### config.mk
export PLATFORM = sky130hd
export DESIGN_NAME = lers_core
export DESIGN_NICKNAME = d
export VERILOG_FILES = /design/src/hdl/lers_pkg.sv /design/src/hdl/lers_timer.sv /design/src/hdl/lers_core.sv
export SDC_FILE = /design/constraint.sdc
export NUM_CORES = 1
export LEC_CHECK = 0
export BUFFER_PORTS_ARGS = -buffer_cell sky130_fd_sc_hd__buf_2
export CAP_MARGIN = 20
export CORE_MARGIN = 2
export CORE_UTILIZATION = 52
export CTS_CLUSTER_SIZE = 25
export DETAILED_ROUTE_END_ITERATION = 8
export GPL_TIMING_DRIVEN = 0
export PLACE_DENSITY_LB_ADDON = 0.12
export SLEW_MARGIN = 10
export SYNTH_ARGS = -nofsm -noshare
export SYNTH_HDL_FRONTEND = slang
export SYNTH_SLANG_ARGS = --single-unit
export TNS_END_PERCENT = 5
### constraint.sdc
create_clock -name REF_CLK -period 2.4 [get_ports REF_CLK]
set_input_delay 0.24 -clock REF_CLK [delete_from_list [all_inputs] [get_ports REF_CLK]]
set_output_delay 0.24 -clock REF_CLK [all_outputs]
set_load 0.005 [all_outputs]
### src/hdl/lers_pkg.sv
// lers_pkg: constants and types for the link error recovery sequencer
// assumes a single 125 MHz port clock shared by every user of this package
package lers_pkg;

	// ----------------------------------------------------------------
	// buffers and counters
	// ----------------------------------------------------------------
	localparam int unsigned NBUF       = 8;
	localparam int unsigned PTR_W      = 3;
	localparam int unsigned SEQ_W      = 8;
	localparam logic [7:0]  SEQ_MASK_N = 8'h03;
	localparam logic [7:0]  SEQ_MASK_X = 8'hFF;
	localparam logic [2:0]  PTR_RST    = 3'h0;
	localparam logic [7:0]  SEQ_RST    = 8'h00;

	// ----------------------------------------------------------------
	// timing
	// ----------------------------------------------------------------
	localparam int unsigned CLK_PERIOD_PS = 8000;
	localparam int unsigned TMO_TIME_MS   = 5;
	localparam int unsigned TMO_CYC       = TMO_TIME_MS * (1000000000 / CLK_PERIOD_PS);

	// ----------------------------------------------------------------
	// states and failure codes
	// ----------------------------------------------------------------
	typedef enum logic [2:0] {
		ST_READY,
		ST_CHECK,
		ST_WAIT_LR,
		ST_ADJUST,
		ST_DISCARD,
		ST_DISABLED,
		ST_ENABLED,
		ST_FAILED
	} lers_state_t;

	typedef enum logic [1:0] {
		FC_NONE,
		FC_LINK_RESET,
		FC_DISABLED_TMO,
		FC_READY_TMO
	} lers_fail_t;

	localparam logic [1:0] FC_INVALID_RETRY = 2'h0;

endpackage

### src/hdl/lers_timer.sv
// lers_timer: restartable timeout counter, one pulse when the count elapses
// assumes restart is a one-cycle pulse from logic on the same clock
`timescale 1ns/10ps
`default_nettype none
module lers_timer #(
	parameter int unsigned CYCLES = 16
) (
	input  wire logic clk,     // port clock
	input  wire logic rst,     // synchronous reset
	input  wire logic restart, // clear and start counting
	input  wire logic run,     // count while high
	output logic      expired  // one-cycle pulse at timeout
);
	logic [31:0] cnt_reg;

	always_ff @(posedge clk) begin
		if (rst || restart || !run) begin
			cnt_reg <= 32'h0000_0000;
			expired <= 1'b0;
		end else begin
			if (cnt_reg != CYCLES)
				cnt_reg <= cnt_reg + 32'h0000_0001;
			expired <= (cnt_reg == CYCLES - 1);
		end
	end
endmodule
`default_nettype wire

### src/hdl/lers_core.sv
// lers_core: link error recovery sequencer for one serial port
// assumes link receive and transmit logic on REF_CLK give one-cycle event pulses
`timescale 1ns/10ps
`default_nettype none
module lers_core #(
	parameter int unsigned TMO_CYCLES = lers_pkg::TMO_CYC
) (
	input  wire logic       REF_CLK,           // port clock
	input  wire logic       RST,               // synchronous reset, high
	input  wire logic       EXT_MODE,          // extended sequence range
	input  wire logic       TX_FRAME_START,    // new frame being sent
	input  wire logic       TX_BUSY,           // transmitter sending a frame
	input  wire logic       RX_GOOD_FRAME,     // frame with good crc received
	input  wire logic       RX_ACK,            // acknowledge pair received
	input  wire logic       RX_CODE_VIOL,      // code violation seen
	input  wire logic       RX_LINK_RESET,     // peer link reset received
	input  wire logic [7:0] RX_REMOTE_RSC,     // peer receive counter in it
	input  wire logic       RX_DIS,            // disable characters seen
	input  wire logic       RX_FLAG,           // flag character seen
	output logic            FRAME_READY,       // new frames may start
	output logic            TX_ABORT,          // abort frame in flight
	output logic            TX_SEND_ACK,       // send acknowledge pair
	output logic            TX_SEND_LINK_RESET,// send link reset frame
	output logic [7:0]      LINK_STATUS,       // status byte for link reset
	output logic            TX_SEND_DIS,       // send disable characters
	output logic            TX_SEND_FLAG,      // send flag characters
	output logic            TX_RESEND,         // retransmit one buffer
	output logic [2:0]      TX_RESEND_PTR,     // buffer to retransmit
	output logic [2:0]      TX_BUF_PTR,        // transmit buffer pointer
	output logic [2:0]      RETRY_PTR,         // retry pointer
	output logic [7:0]      TX_SEQ,            // transmit sequence counter
	output logic [7:0]      RX_SEQ,            // receive sequence counter
	output logic            ERP_ACTIVE,        // recovery in progress
	output logic            ERP_DONE,          // recovery ended well
	output logic            ERP_FAIL,          // recovery ended in failure
	output logic [1:0]      FAIL_CODE          // cause of failure
);
	// ------------------------------------------------------------
	// state and events
	// ------------------------------------------------------------
	lers_pkg::lers_state_t state_reg;
	lers_pkg::lers_state_t state_last_reg;
	logic [2:0] tp_reg;
	logic [2:0] rp_reg;
	logic [2:0] resend_end_reg;
	logic [7:0] tsc_reg;
	logic [7:0] rsc_reg;
	logic [7:0] remote_rsc_reg;
	logic       lr_seen_reg;
	logic       gap_reg;
	logic [7:0] seq_mask;
	logic [2:0] q_cnt;
	logic [7:0] p_cnt;
	logic       retry_bad;
	logic       in_ready;
	logic       ev_send;
	logic       ev_resend;
	logic       ev_ack;
	logic       ev_rxgood;
	logic       tmo;
	logic       tmo_raw;
	logic       tmr_restart;
	logic       tmr_run;

	assign seq_mask    = EXT_MODE ? lers_pkg::SEQ_MASK_X : lers_pkg::SEQ_MASK_N;
	assign in_ready    = (state_reg == lers_pkg::ST_READY);
	assign ev_send     = in_ready && TX_FRAME_START && (tp_reg == resend_end_reg);
	assign ev_resend   = in_ready && (tp_reg != resend_end_reg) && !TX_BUSY && !gap_reg;
	assign ev_ack      = in_ready && RX_ACK && (rp_reg != tp_reg);
	assign ev_rxgood   = in_ready && RX_GOOD_FRAME;
	assign q_cnt       = tp_reg - rp_reg;
	assign p_cnt       = (tsc_reg - remote_rsc_reg) & seq_mask;
	assign retry_bad   = p_cnt > {5'h00, q_cnt};
	assign tmr_restart = (state_reg != state_last_reg);
	assign tmr_run     = (state_reg == lers_pkg::ST_WAIT_LR) || (state_reg == lers_pkg::ST_DISABLED)
		|| (state_reg == lers_pkg::ST_ENABLED);
	assign tmo         = tmo_raw && !tmr_restart; // drop a pulse left over from the state just left

	lers_timer #(
		.CYCLES (TMO_CYCLES)
	) u_tmr (
		.clk     (REF_CLK),
		.rst     (RST),
		.restart (tmr_restart),
		.run     (tmr_run),
		.expired (tmo_raw)
	);

	// ------------------------------------------------------------
	// pointers and sequence counters
	// ------------------------------------------------------------
	always_ff @(posedge REF_CLK) begin
		if (RST) begin
			tp_reg         <= lers_pkg::PTR_RST;
			rp_reg         <= lers_pkg::PTR_RST;
			resend_end_reg <= lers_pkg::PTR_RST;
			tsc_reg        <= lers_pkg::SEQ_RST;
			rsc_reg        <= lers_pkg::SEQ_RST;
			remote_rsc_reg <= lers_pkg::SEQ_RST;
			gap_reg        <= 1'b0;
		end else begin
			gap_reg <= ev_resend;
			if (RX_LINK_RESET)
				remote_rsc_reg <= RX_REMOTE_RSC;
			if (state_reg == lers_pkg::ST_DISABLED) begin
				tsc_reg <= lers_pkg::SEQ_RST;
				rsc_reg <= lers_pkg::SEQ_RST;
			end else begin
				if (ev_send || ev_resend)
					tsc_reg <= (tsc_reg + 8'h01) & seq_mask;
				if (ev_rxgood)
					rsc_reg <= (rsc_reg + 8'h01) & seq_mask;
			end
			if (ev_send) begin
				tp_reg         <= tp_reg + 3'h1;
				resend_end_reg <= resend_end_reg + 3'h1;
			end else if (ev_resend) begin
				tp_reg <= tp_reg + 3'h1;
			end else if (state_reg == lers_pkg::ST_ADJUST && !retry_bad) begin
				tp_reg <= tp_reg - p_cnt[2:0];
			end
			if (ev_ack)
				rp_reg <= rp_reg + 3'h1;
			else if (state_reg == lers_pkg::ST_DISCARD && rp_reg != tp_reg)
				rp_reg <= rp_reg + 3'h1;
		end
	end

	// ------------------------------------------------------------
	// recovery sequence
	// ------------------------------------------------------------
	always_ff @(posedge REF_CLK) begin
		if (RST) begin
			state_reg      <= lers_pkg::ST_READY;
			state_last_reg <= lers_pkg::ST_READY;
			lr_seen_reg    <= 1'b0;
			FAIL_CODE      <= lers_pkg::FC_NONE;
		end else begin
			state_last_reg <= state_reg;
			if (RX_LINK_RESET)
				lr_seen_reg <= 1'b1;
			case (state_reg)
				lers_pkg::ST_READY: begin
					if (RX_LINK_RESET || RX_CODE_VIOL)
						state_reg <= lers_pkg::ST_CHECK;
				end
				lers_pkg::ST_CHECK: begin
					if (!TX_BUSY)
						state_reg <= lers_pkg::ST_WAIT_LR;
				end
				lers_pkg::ST_WAIT_LR: begin
					if (lr_seen_reg || RX_LINK_RESET) begin
						state_reg <= lers_pkg::ST_ADJUST;
					end else if (tmo) begin
						state_reg <= lers_pkg::ST_FAILED;
						FAIL_CODE <= lers_pkg::FC_LINK_RESET;
					end
				end
				lers_pkg::ST_ADJUST: begin
					if (retry_bad) begin
						state_reg <= lers_pkg::ST_FAILED;
						FAIL_CODE <= lers_pkg::FC_INVALID_RETRY;
					end else begin
						state_reg <= lers_pkg::ST_DISCARD;
					end
				end
				lers_pkg::ST_DISCARD: begin
					if (rp_reg == tp_reg) begin
						state_reg   <= lers_pkg::ST_DISABLED;
						lr_seen_reg <= RX_LINK_RESET; // a link reset in this cycle still counts
					end
				end
				lers_pkg::ST_DISABLED: begin
					if (RX_DIS) begin
						state_reg <= lers_pkg::ST_ENABLED;
					end else if (tmo) begin
						state_reg <= lers_pkg::ST_FAILED;
						FAIL_CODE <= lers_pkg::FC_DISABLED_TMO;
					end
				end
				lers_pkg::ST_ENABLED: begin
					if (RX_FLAG) begin
						state_reg <= lers_pkg::ST_READY;
					end else if (tmo) begin
						state_reg <= lers_pkg::ST_FAILED;
						FAIL_CODE <= lers_pkg::FC_READY_TMO;
					end
				end
				lers_pkg::ST_FAILED: begin
					state_reg <= lers_pkg::ST_FAILED;
				end
				default: begin
					state_reg <= lers_pkg::ST_READY;
				end
			endcase
		end
	end

	// ------------------------------------------------------------
	// registered outputs
	// ------------------------------------------------------------
	always_ff @(posedge REF_CLK) begin
		if (RST) begin
			FRAME_READY        <= 1'b0;
			TX_ABORT           <= 1'b0;
			TX_SEND_ACK        <= 1'b0;
			TX_SEND_LINK_RESET <= 1'b0;
			LINK_STATUS        <= 8'h00;
			TX_SEND_DIS        <= 1'b0;
			TX_SEND_FLAG       <= 1'b0;
			TX_RESEND          <= 1'b0;
			TX_RESEND_PTR      <= 3'h0;
			ERP_ACTIVE         <= 1'b0;
			ERP_DONE           <= 1'b0;
			ERP_FAIL           <= 1'b0;
		end else begin
			FRAME_READY        <= in_ready && (tp_reg == resend_end_reg);
			TX_ABORT           <= in_ready && RX_CODE_VIOL && TX_BUSY;
			TX_SEND_ACK        <= RX_LINK_RESET || ev_rxgood;
			TX_SEND_LINK_RESET <= (state_reg == lers_pkg::ST_CHECK) && !TX_BUSY;
			if ((state_reg == lers_pkg::ST_CHECK) && !TX_BUSY)
				LINK_STATUS <= rsc_reg;
			TX_SEND_DIS        <= (state_reg == lers_pkg::ST_DISABLED) || (state_reg == lers_pkg::ST_FAILED);
			TX_SEND_FLAG       <= (state_reg == lers_pkg::ST_ENABLED);
			TX_RESEND          <= ev_resend;
			TX_RESEND_PTR      <= tp_reg;
			ERP_ACTIVE         <= !in_ready && (state_reg != lers_pkg::ST_FAILED);
			ERP_DONE           <= (state_reg == lers_pkg::ST_ENABLED) && RX_FLAG;
			ERP_FAIL           <= (state_reg != lers_pkg::ST_FAILED) && (state_last_reg != lers_pkg::ST_FAILED)
				&& tmr_run && tmo && !((state_reg == lers_pkg::ST_WAIT_LR) && (lr_seen_reg || RX_LINK_RESET))
				&& !((state_reg == lers_pkg::ST_DISABLED) && RX_DIS) && !((state_reg == lers_pkg::ST_ENABLED) && RX_FLAG)
				|| (state_reg == lers_pkg::ST_ADJUST) && retry_bad;
		end
	end

	assign TX_BUF_PTR = tp_reg;
	assign RETRY_PTR  = rp_reg;
	assign TX_SEQ     = tsc_reg;
	assign RX_SEQ     = rsc_reg;

	// ------------------------------------------------------------
	// assertions
	// ------------------------------------------------------------
	AST_RESET_ZERO:
	assert property (@(posedge REF_CLK) $fell(RST) |-> (tp_reg == 3'h0 && rp_reg == 3'h0 && tsc_reg == 8'h00))
		else $error("counters not zero after reset");
	AST_SEND_BUMP:
	assert property (@(posedge REF_CLK) disable iff (RST) ev_send |=> tp_reg == $past(tp_reg) + 3'h1)
		else $error("buffer pointer did not advance on send");
	AST_GOOD_ACK:
	assert property (@(posedge REF_CLK) disable iff (RST) ev_rxgood |=> TX_SEND_ACK)
		else $error("no acknowledge after good frame");
	AST_VIOL_CHECK:
	assert property (@(posedge REF_CLK) disable iff (RST)
		in_ready && RX_CODE_VIOL && TX_BUSY |=> TX_ABORT && state_reg == lers_pkg::ST_CHECK)
		else $error("violation did not abort and enter check");
	AST_LR_AFTER_TX:
	assert property (@(posedge REF_CLK) disable iff (RST)
		state_reg == lers_pkg::ST_CHECK && TX_BUSY |=> !TX_SEND_LINK_RESET)
		else $error("link reset sent while transmitting");
	AST_LR_ACK:
	assert property (@(posedge REF_CLK) disable iff (RST) RX_LINK_RESET |=> TX_SEND_ACK)
		else $error("link reset not acknowledged");
	AST_DIS_CLEAR:
	assert property (@(posedge REF_CLK) disable iff (RST)
		state_reg == lers_pkg::ST_DISABLED |=> TX_SEND_DIS && tsc_reg == 8'h00 && rsc_reg == 8'h00)
		else $error("disabled state did not clear counters");
	AST_FLAG_READY:
	assert property (@(posedge REF_CLK) disable iff (RST)
		state_reg == lers_pkg::ST_ENABLED && RX_FLAG |=> in_ready ##1 !TX_SEND_FLAG)
		else $error("flag did not reach ready");
	AST_DIS_TMO:
	assert property (@(posedge REF_CLK) disable iff (RST)
		state_reg == lers_pkg::ST_DISABLED && tmo && !RX_DIS |=> state_reg == lers_pkg::ST_FAILED && ERP_FAIL)
		else $error("disabled timeout missed");
	AST_RDY_TMO:
	assert property (@(posedge REF_CLK) disable iff (RST)
		state_reg == lers_pkg::ST_ENABLED && tmo && !RX_FLAG |=> FAIL_CODE == lers_pkg::FC_READY_TMO)
		else $error("ready timeout missed");
endmodule
`default_nettype wire

==> results of run 1 <==
[cell families after synthesis]
logic type                 Yosys count
adders and majority gates           24
and+or+nand+nor                    239
xor gates and xnor gates            62
muxes                               15
DFF                                 96
buffers and inverters               49
AOI/OAI and AO/OA                   66
[what timing repair did]
| action | in CTS | in global routing |
|---|---|---|
| pin swaps | 12 | 0 |
| gates resized for setup | 18 | 9 |
| setup buffers | 6 | 0 |
| endpoints found under the hold margin | 0 | 0 |
| endpoints found under the setup margin | 8 | 20 |
| hold buffers | 0 | 0 |
[worst max-delay path: stages, from the launching register on]
cell and delay (ns):
dfxtp_4 0.36, inv_4 0.06, ha_4 0.11, inv_2 0.03, fa_2 0.58, inv_2 0.05, fa_2 0.34, xnor2_2 0.16
xnor2_2 0.19, nor3_2 0.05, mux2_4 0.27, a311o_1 0.26
[how the worst max path moves through the flow]
| stage | to | startpoint | slack [ns] | depth (start not counted) |
|---|---|---|---|---|
| after floorplan | TX_BUF_PTR[2] | TX_SEQ[0] | -0.1 | 11 |
| after global placement | TX_BUF_PTR[2] | TX_BUF_PTR[1] | -0.28 | 10 |
| after detailed placement | TX_BUF_PTR[2] | remote_rsc_reg[0] | -0.36 | 12 |
| after CTS | TX_BUF_PTR[2] | TX_SEQ[0] | -0.14 | 11 |
| after global routing | TX_BUF_PTR[0] | TX_SEQ[0] | -0.29 | 12 |
| final | TX_BUF_PTR[2] | TX_SEQ[0] | -0.16 | 11 |
[Yosys cell counts (4+ instances only)]
cell	n	area, um2
dfxtp_1	96	1920
nor2_1	87	327
nand2_1	43	161
xor2_1	36	315
a21oi_1	32	160
inv_1	29	109
xnor2_1	26	228
nand3_1	25	125
ha_1	21	263
nor3_1	16	80.1
nand4_1	15	93.8
mux2i_1	13	130
clkbuf_1	10	37.5
nor2b_1	8	50.1
nor4_1	8	50.1
o21ai_0	7	35.0
and3_1	6	37.5
and2_1	5	31.3
a21o_1	4	30.0
buf_1	4	15.0
buf_2	4	20.0
[layer usage]
metal / vias to the layer above / part of all wire, % / global-route usage (%)
met3: 12 / 3.5 / 3.30
li1: 2036 / - / -
met5: - / 0 / 0
met1: 1901 / 49 / 32.1
met4: 0 / 1.3 / 7.17
met2: 68 / 46 / 35.6
[per-stage QoR]
stage               total power [uW]  cells  util (%)  hold slack, ns  setup TNS [ns]
global route                    4120    743      63.5           0.120           -1.55
detailed placement              2740    722      59.7           0.446           -1.87
floorplan                       2480    551         -           0.331          -0.318
global placement                2700    722      59.7           0.439           -1.46
finish                          3890    743      63.5           0.103          -0.690
CTS                             3900    743      63.1          0.0964          -0.536
[cells in the final DEF, fill, tap and decap left out, types with 4 or more instances in the layout]
| cell | instances |
|---|---|
| dfxtp_1 | 88 |
| nor2_1 | 85 |
| buf_2 | 67 |
| nand2_1 | 43 |
| xor2_1 | 36 |
| a21oi_1 | 30 |
| nand3_1 | 24 |
| xnor2_1 | 23 |
| inv_1 | 23 |
| ha_1 | 16 |
| nor3_1 | 15 |
| nand4_1 | 15 |
| mux2i_1 | 13 |
| clkbuf_8 | 11 |
| clkbuf_1 | 10 |
| nor2b_1 | 8 |
| o21ai_0 | 7 |
| nor4_1 | 6 |
| buf_4 | 6 |
| and3_1 | 5 |
| and2_1 | 5 |
| dfxtp_4 | 4 |
| dfxtp_2 | 4 |
| a21o_1 | 4 |
| buf_1 | 4 |
| inv_2 | 4 |
[final cells by class]
cell class	instances	area, um2	share of cell area [%]
multi-input cells	406	2740	49.1
flip-flops and latches	96	1940	34.9
repair buffers	69	360	6.47
clock buffers	12	176	3.17
well taps	108	135	2.43
inverters	31	121	2.18
plain buffers	18	72.6	1.30
clock inverters	3	23.8	0.427
[power by group through the flow]
stage	Clock (uW)	Combinational, uW	Sequential [uW]
after floorplan	0	691	1790
after detailed placement	0	938	1810
after CTS	1080	1060	1760
after global routing	1150	1190	1780
final	1060	1070	1760
after global placement	0	897	1800
==> flow_summary.ini, run 1 <==
[worst_setup_path]
worstPathRequired_ns = 2.66
ff2ff_path_depth = 11
rrSetupSlack_ns = -0.16
endpoint_kind = flop
r2r_start = TX_SEQ[0]
cp.arrival_ns = 2.81
r2r_end = TX_BUF_PTR[2]
worstSetupPathType = flop to flop
worstPathMaxFanout = 2
start_kind = flop

[synth]
async_flop_share_pct = 0
synth_seq_cells = 96
synthAdderAreaFrac_pct = 6.85
synth_top_family_by_area = simple AND/OR/NAND/NOR gates
synth_area_um2 = 4710
ys_types = 53
ys.warnings.count = 0
synth-simple-area-share_pct = 25.1
avgSynthCellArea_um2 = 8.55
synth_top_flop_cell = dfxtp_1
synth_edf_count = 0
ys_seq_area_share_pct = 40.8
synth_compound_area_share_pct = 8.50
synthXorXnorAreaFrac_pct = 11.5
syn_inst = 551
synthMuxAreaShare_pct = 3.24
syn_nets = 594

[pwr]
power_frac_comb_pct = 27.4
power.static_leakage_uw = 0.00224
irDropWorstVdd_uv = 324
switching_share_pct = 31.6
p_clk_share_pct = 27.2
p_int_uw = 2660
switchingPower_uw = 1230
power.density_nw_per_um2 = 698
p_seq_share_pct = 45.3

[sta]
tightest_slew_ns = 0.951
final_max_slew_viol_count = 0
fmax_ghz = 0.391
clock_skew_ns = 0.0122
hold_viol_final = 0
layout_setup_ws_ns = -0.156
rsz0062_at_grt = true
setup_violations = 6
finalCritPeriodShare_pct = 106
period_needed_ns = 2.56
max_slew_margin_pct = 36.1

[layout]
n_antenna_cell = 0
largest_register_ffs = 32
drive_gt1_share_pct = 21.1
fin_area_um2 = 5570
area_growth_pct = 18.2
nets = 674
nFillCells = 772

[hold_path]
whs_path_depth = 3
min_path_type = input port to flop
hp-start = RX_REMOTE_RSC[4]
whs_endpoint = remote_rsc_reg[4]

[floorplanning]
core_region_area_um2 = 8760
die-height_um = 99.2
initial_core_util_pct = 53.7
die_x_um = 99.2
num_rows = 34
die-area_um2 = 9830
ios = 64

[placed_design]
io_buffers = 63
preCtsSetupSlack_ns = -0.357
postPlaceCellArea_um2 = 5230
place_congestion = 0.857
hpwl_mm = 7.92

[clocking]
cts_buffers = 9
clk_pin_slew_ns = 0.10
insertion_delay_ns = 0.36
root_buffer = clkbuf_8
htreeDepth = 3
cts_tree = built
clock_sinks = 96
clk_path_buf_depth = 2

[routing]
drtAntennaViolNets = 0
initialDrtViolationCount = 171
vias = 4017
first_pass_iters = 4
post_drt_via_cell_ratio = 5.41
drc_errors = 0
routed_wl_mm = 10.9
routedWlPerCell_um = 14.7

[global_routing]
grt_pass1_vias = 3759
grt_first_pass_wirelength_mm = 17.9
antenna_found_initial = 0
grt_max_degree = 16
grt.overflow.total = 0
grtUsageTotal_pct = 22.6

[outcome]
violations = setup timing
outcome = finished, violations left

[job]
maxCapViolCount = 0
Power figures use the tool's default switching activity.
==> run 2: changes to the inputs <==
- CORE_UTILIZATION: 52 -> 53
- GPL_ROUTABILITY_DRIVEN: default -> 0
- SYNTH_HIERARCHICAL: default -> 1
==> run 2 against run 1 <==
The flow still finishes with violations (setup timing). Count of clock-buffer cells in the layout shrank 3. Sequential power grew 2%. Combinational power grew 55%. Global-route usage grew 2.1 points. Synthesized cell count grew 4.2%. Worst setup slack lost 0.055 ns. Cell count grew 7.0%. Maximum frequency shrank 2.1%. Critical path depth is the same. Largest cell class unchanged.
==> flow_summary.ini, run 2 <==
[outcome]
outcome = finished, violations left
violations = setup timing

[routing]
initialDrtViolationCount = 313
routedWlPerCell_um = 15.4
vias = 4573
drc_errors = 0
first_pass_iters = 5
routed_wl_mm = 12.2
post_drt_via_cell_ratio = 5.75
drtAntennaViolNets = 0

[floorplanning]
core_region_area_um2 = 9240
die-area_um2 = 10300
die_x_um = 102
die-height_um = 102
num_rows = 35
initial_core_util_pct = 54.6
ios = 64

[worst_setup_path]
setup.worst_path.end = TX_BUF_PTR[2]
r2r_start = TX_SEQ[0]
worstPathRequired_ns = 2.66
ff2ff_path_depth = 11
start_kind = flop
critPathLaunch = TX_SEQ[0]
cp.arrival_ns = 2.87
r2r_end = TX_BUF_PTR[2]
endpoint_kind = flop
worstPathMaxFanout = 6
worstSetupPathType = flop to flop
rrSetupSlack_ns = -0.21

[global_routing]
grt_pass1_vias = 4282
grt_max_degree = 19
antenna_found_initial = 0
grt_first_pass_wirelength_mm = 20.2
grtUsageTotal_pct = 24.7
grt.overflow.total = 0

[sta]
max_slew_margin_pct = 44.9
period_needed_ns = 2.61
tightest_slew_ns = 0.820
clock_skew_ns = 0.0170
setup_violations = 8
finalCritPeriodShare_pct = 109
hold_viol_final = 0
final_max_slew_viol_count = 0
rsz0062_at_grt = true
fmax_ghz = 0.383
layout_setup_ws_ns = -0.211

[synth]
synth_edf_count = 0
synth_area_um2 = 5050
synth_top_flop_cell = dfxtp_1
ys.warnings.count = 6
ys_seq_area_share_pct = 38.1
synth_seq_cells = 96
ys_types = 70
syn_nets = 618
syn_inst = 574
yosysTopAreaCell = dfxtp_1
synth_most_common_cell = dfxtp_1
synthTopCellsByCount = dfxtp_1 (96), nor2_1 (58), nand2_1 (43)
yosys-top-cells-area = dfxtp_1 (38%), ha_1 (5.5%), nor2_1 (4.3%)
async_flop_share_pct = 0
synth_top_area_share_pct = 38.1
avgSynthCellArea_um2 = 8.79

[layout]
nets = 705
area_growth_pct = 17.2
n_antenna_cell = 0
largest_register_ffs = 32
post-route-util_pct = 64.0
fin_area_um2 = 5910
drive_gt1_share_pct = 22.5
final_common_cell = dfxtp_1
layout_common_cells = dfxtp_1 (91), buf_2 (67), nor2_1 (57), nand2_1 (43), a21oi_1 (38)

[clocking]
clk_pin_slew_ns = 0.11
htreeDepth = 3
clock_sinks = 96
insertion_delay_ns = 0.38
cts_tree = built
clk_path_buf_depth = 2
ctsHoldBuffers = 0
root_buffer = clkbuf_8
cts_buffers = 9

[pwr]
power.density_nw_per_um2 = 759
power.static_leakage_uw = 0.00232
irDropWorstVdd_uv = 452

[placed_design]
postPlaceCellArea_um2 = 5540
io_buffers = 63
hpwl_mm = 8.87

[job]
maxCapViolCount = 0

[hold_path]
min_path_type = input port to flop
## run 2: cell types whose count changed in the layout (fill, tap and decap cells not counted), sizes merged, moves of 7 or more
| cell | delta |
|---|---|
| a21oi | +8 |
| or3 | +8 |
| nand4 | +16 |
| buf | +12 |
| nor2 | -28 |
| xnor2 | -7 |
| nand2b | +8 |
| nand3 | -9 |
| clkbuf | -7 |
| o21ai | +7 |
| xor2 | -13 |
## run 2: worst min-delay path by stage
stage | endpoint | startpoint | depth (start not counted) | slack, ns
finish | remote_rsc_reg[2] | RX_REMOTE_RSC[2] | 3 | 0.1
detailed placement | LINK_STATUS[5] | LINK_STATUS[5] | 2 | 0.45
floorplan | TX_RESEND | TX_BUSY | 1 | 0.32
CTS | TX_RESEND_PTR[2] | RST | 2 | 0.09
global route | TX_RESEND_PTR[2] | RST | 2 | 0.09
global placement | LINK_STATUS[7] | LINK_STATUS[7] | 2 | 0.44
## run 2: final cells by class
class	instances	area (um2)
Sequential cell	96	1940
Clock buffer	9	124
Clock inverter	7	66.3
Fill cell	821	3330
Buffer	19	100
Multi-Input combinational cell	429	3000
Tap cell	129	161
Inverter	30	118
Timing Repair Buffer	76	413
## run 2: layer usage
metal  global-route usage (%)  part of all wire [%]  vias up
li1                         -                     -     2247
met1                     31.3                    43     2150
met2                     41.2                    49      146
met3                     4.55                   5.1       30
met4                     10.1                   2.4        0
met5                        0                     0        -
## run 2: cells by family after synthesis
group | Yosys count | share of synthesized area [%]
simple gates | 245 | 26.5
fa+ha+maj | 25 | 6.64
buf+inv | 49 | 4.19
mux | 18 | 3.67
compound gates | 99 | 13.7
flops | 96 | 38.1
xor+xnor | 42 | 7.29
## run 2: critical path, cell delays in order (launching register included)
cell	delay, ns
dfxtp_4	0.36
inv_4	0.05
ha_4	0.11
inv_2	0.03
fa_2	0.56
ha_4	0.21
nor2b_4	0.12
o21a_1	0.19
o21ai_4	0.21
nand4_1	0.15
o21ai_2	0.18
mux2_4	0.31
## run 2: stage by stage
step           power [uW]  TNS (ns)  instances  hold slack, ns  setup slack (ns)
2_1_floorplan        2760    -0.518        574           0.317            -0.171
3_3_place_gp         3030     -1.85        766           0.441            -0.312
3_5_place_dp         3090     -2.40        766           0.448            -0.408
4_1_cts              4380     -1.61        792          0.0865            -0.289
5_1_grt              4760     -2.66        795          0.0878            -0.319
6_report             4490     -1.26        795          0.0956            -0.211
## run 2: repair_timing
item,4_1_cts,5_1_grt
setup endpoints to repair,8,23
gates resized for setup,21,6
pin swaps,13,10
buffers inserted,10,3
## run 2: power breakdown
group          switching [uW]  leakage [uW]  total (uW)  internal (uW)
logic                     879       0.00144        1660            782
registers                 101      0.000781        1800           1700
clock network             627     0.0000945        1020            398
total                    1610       0.00232        4490           2880
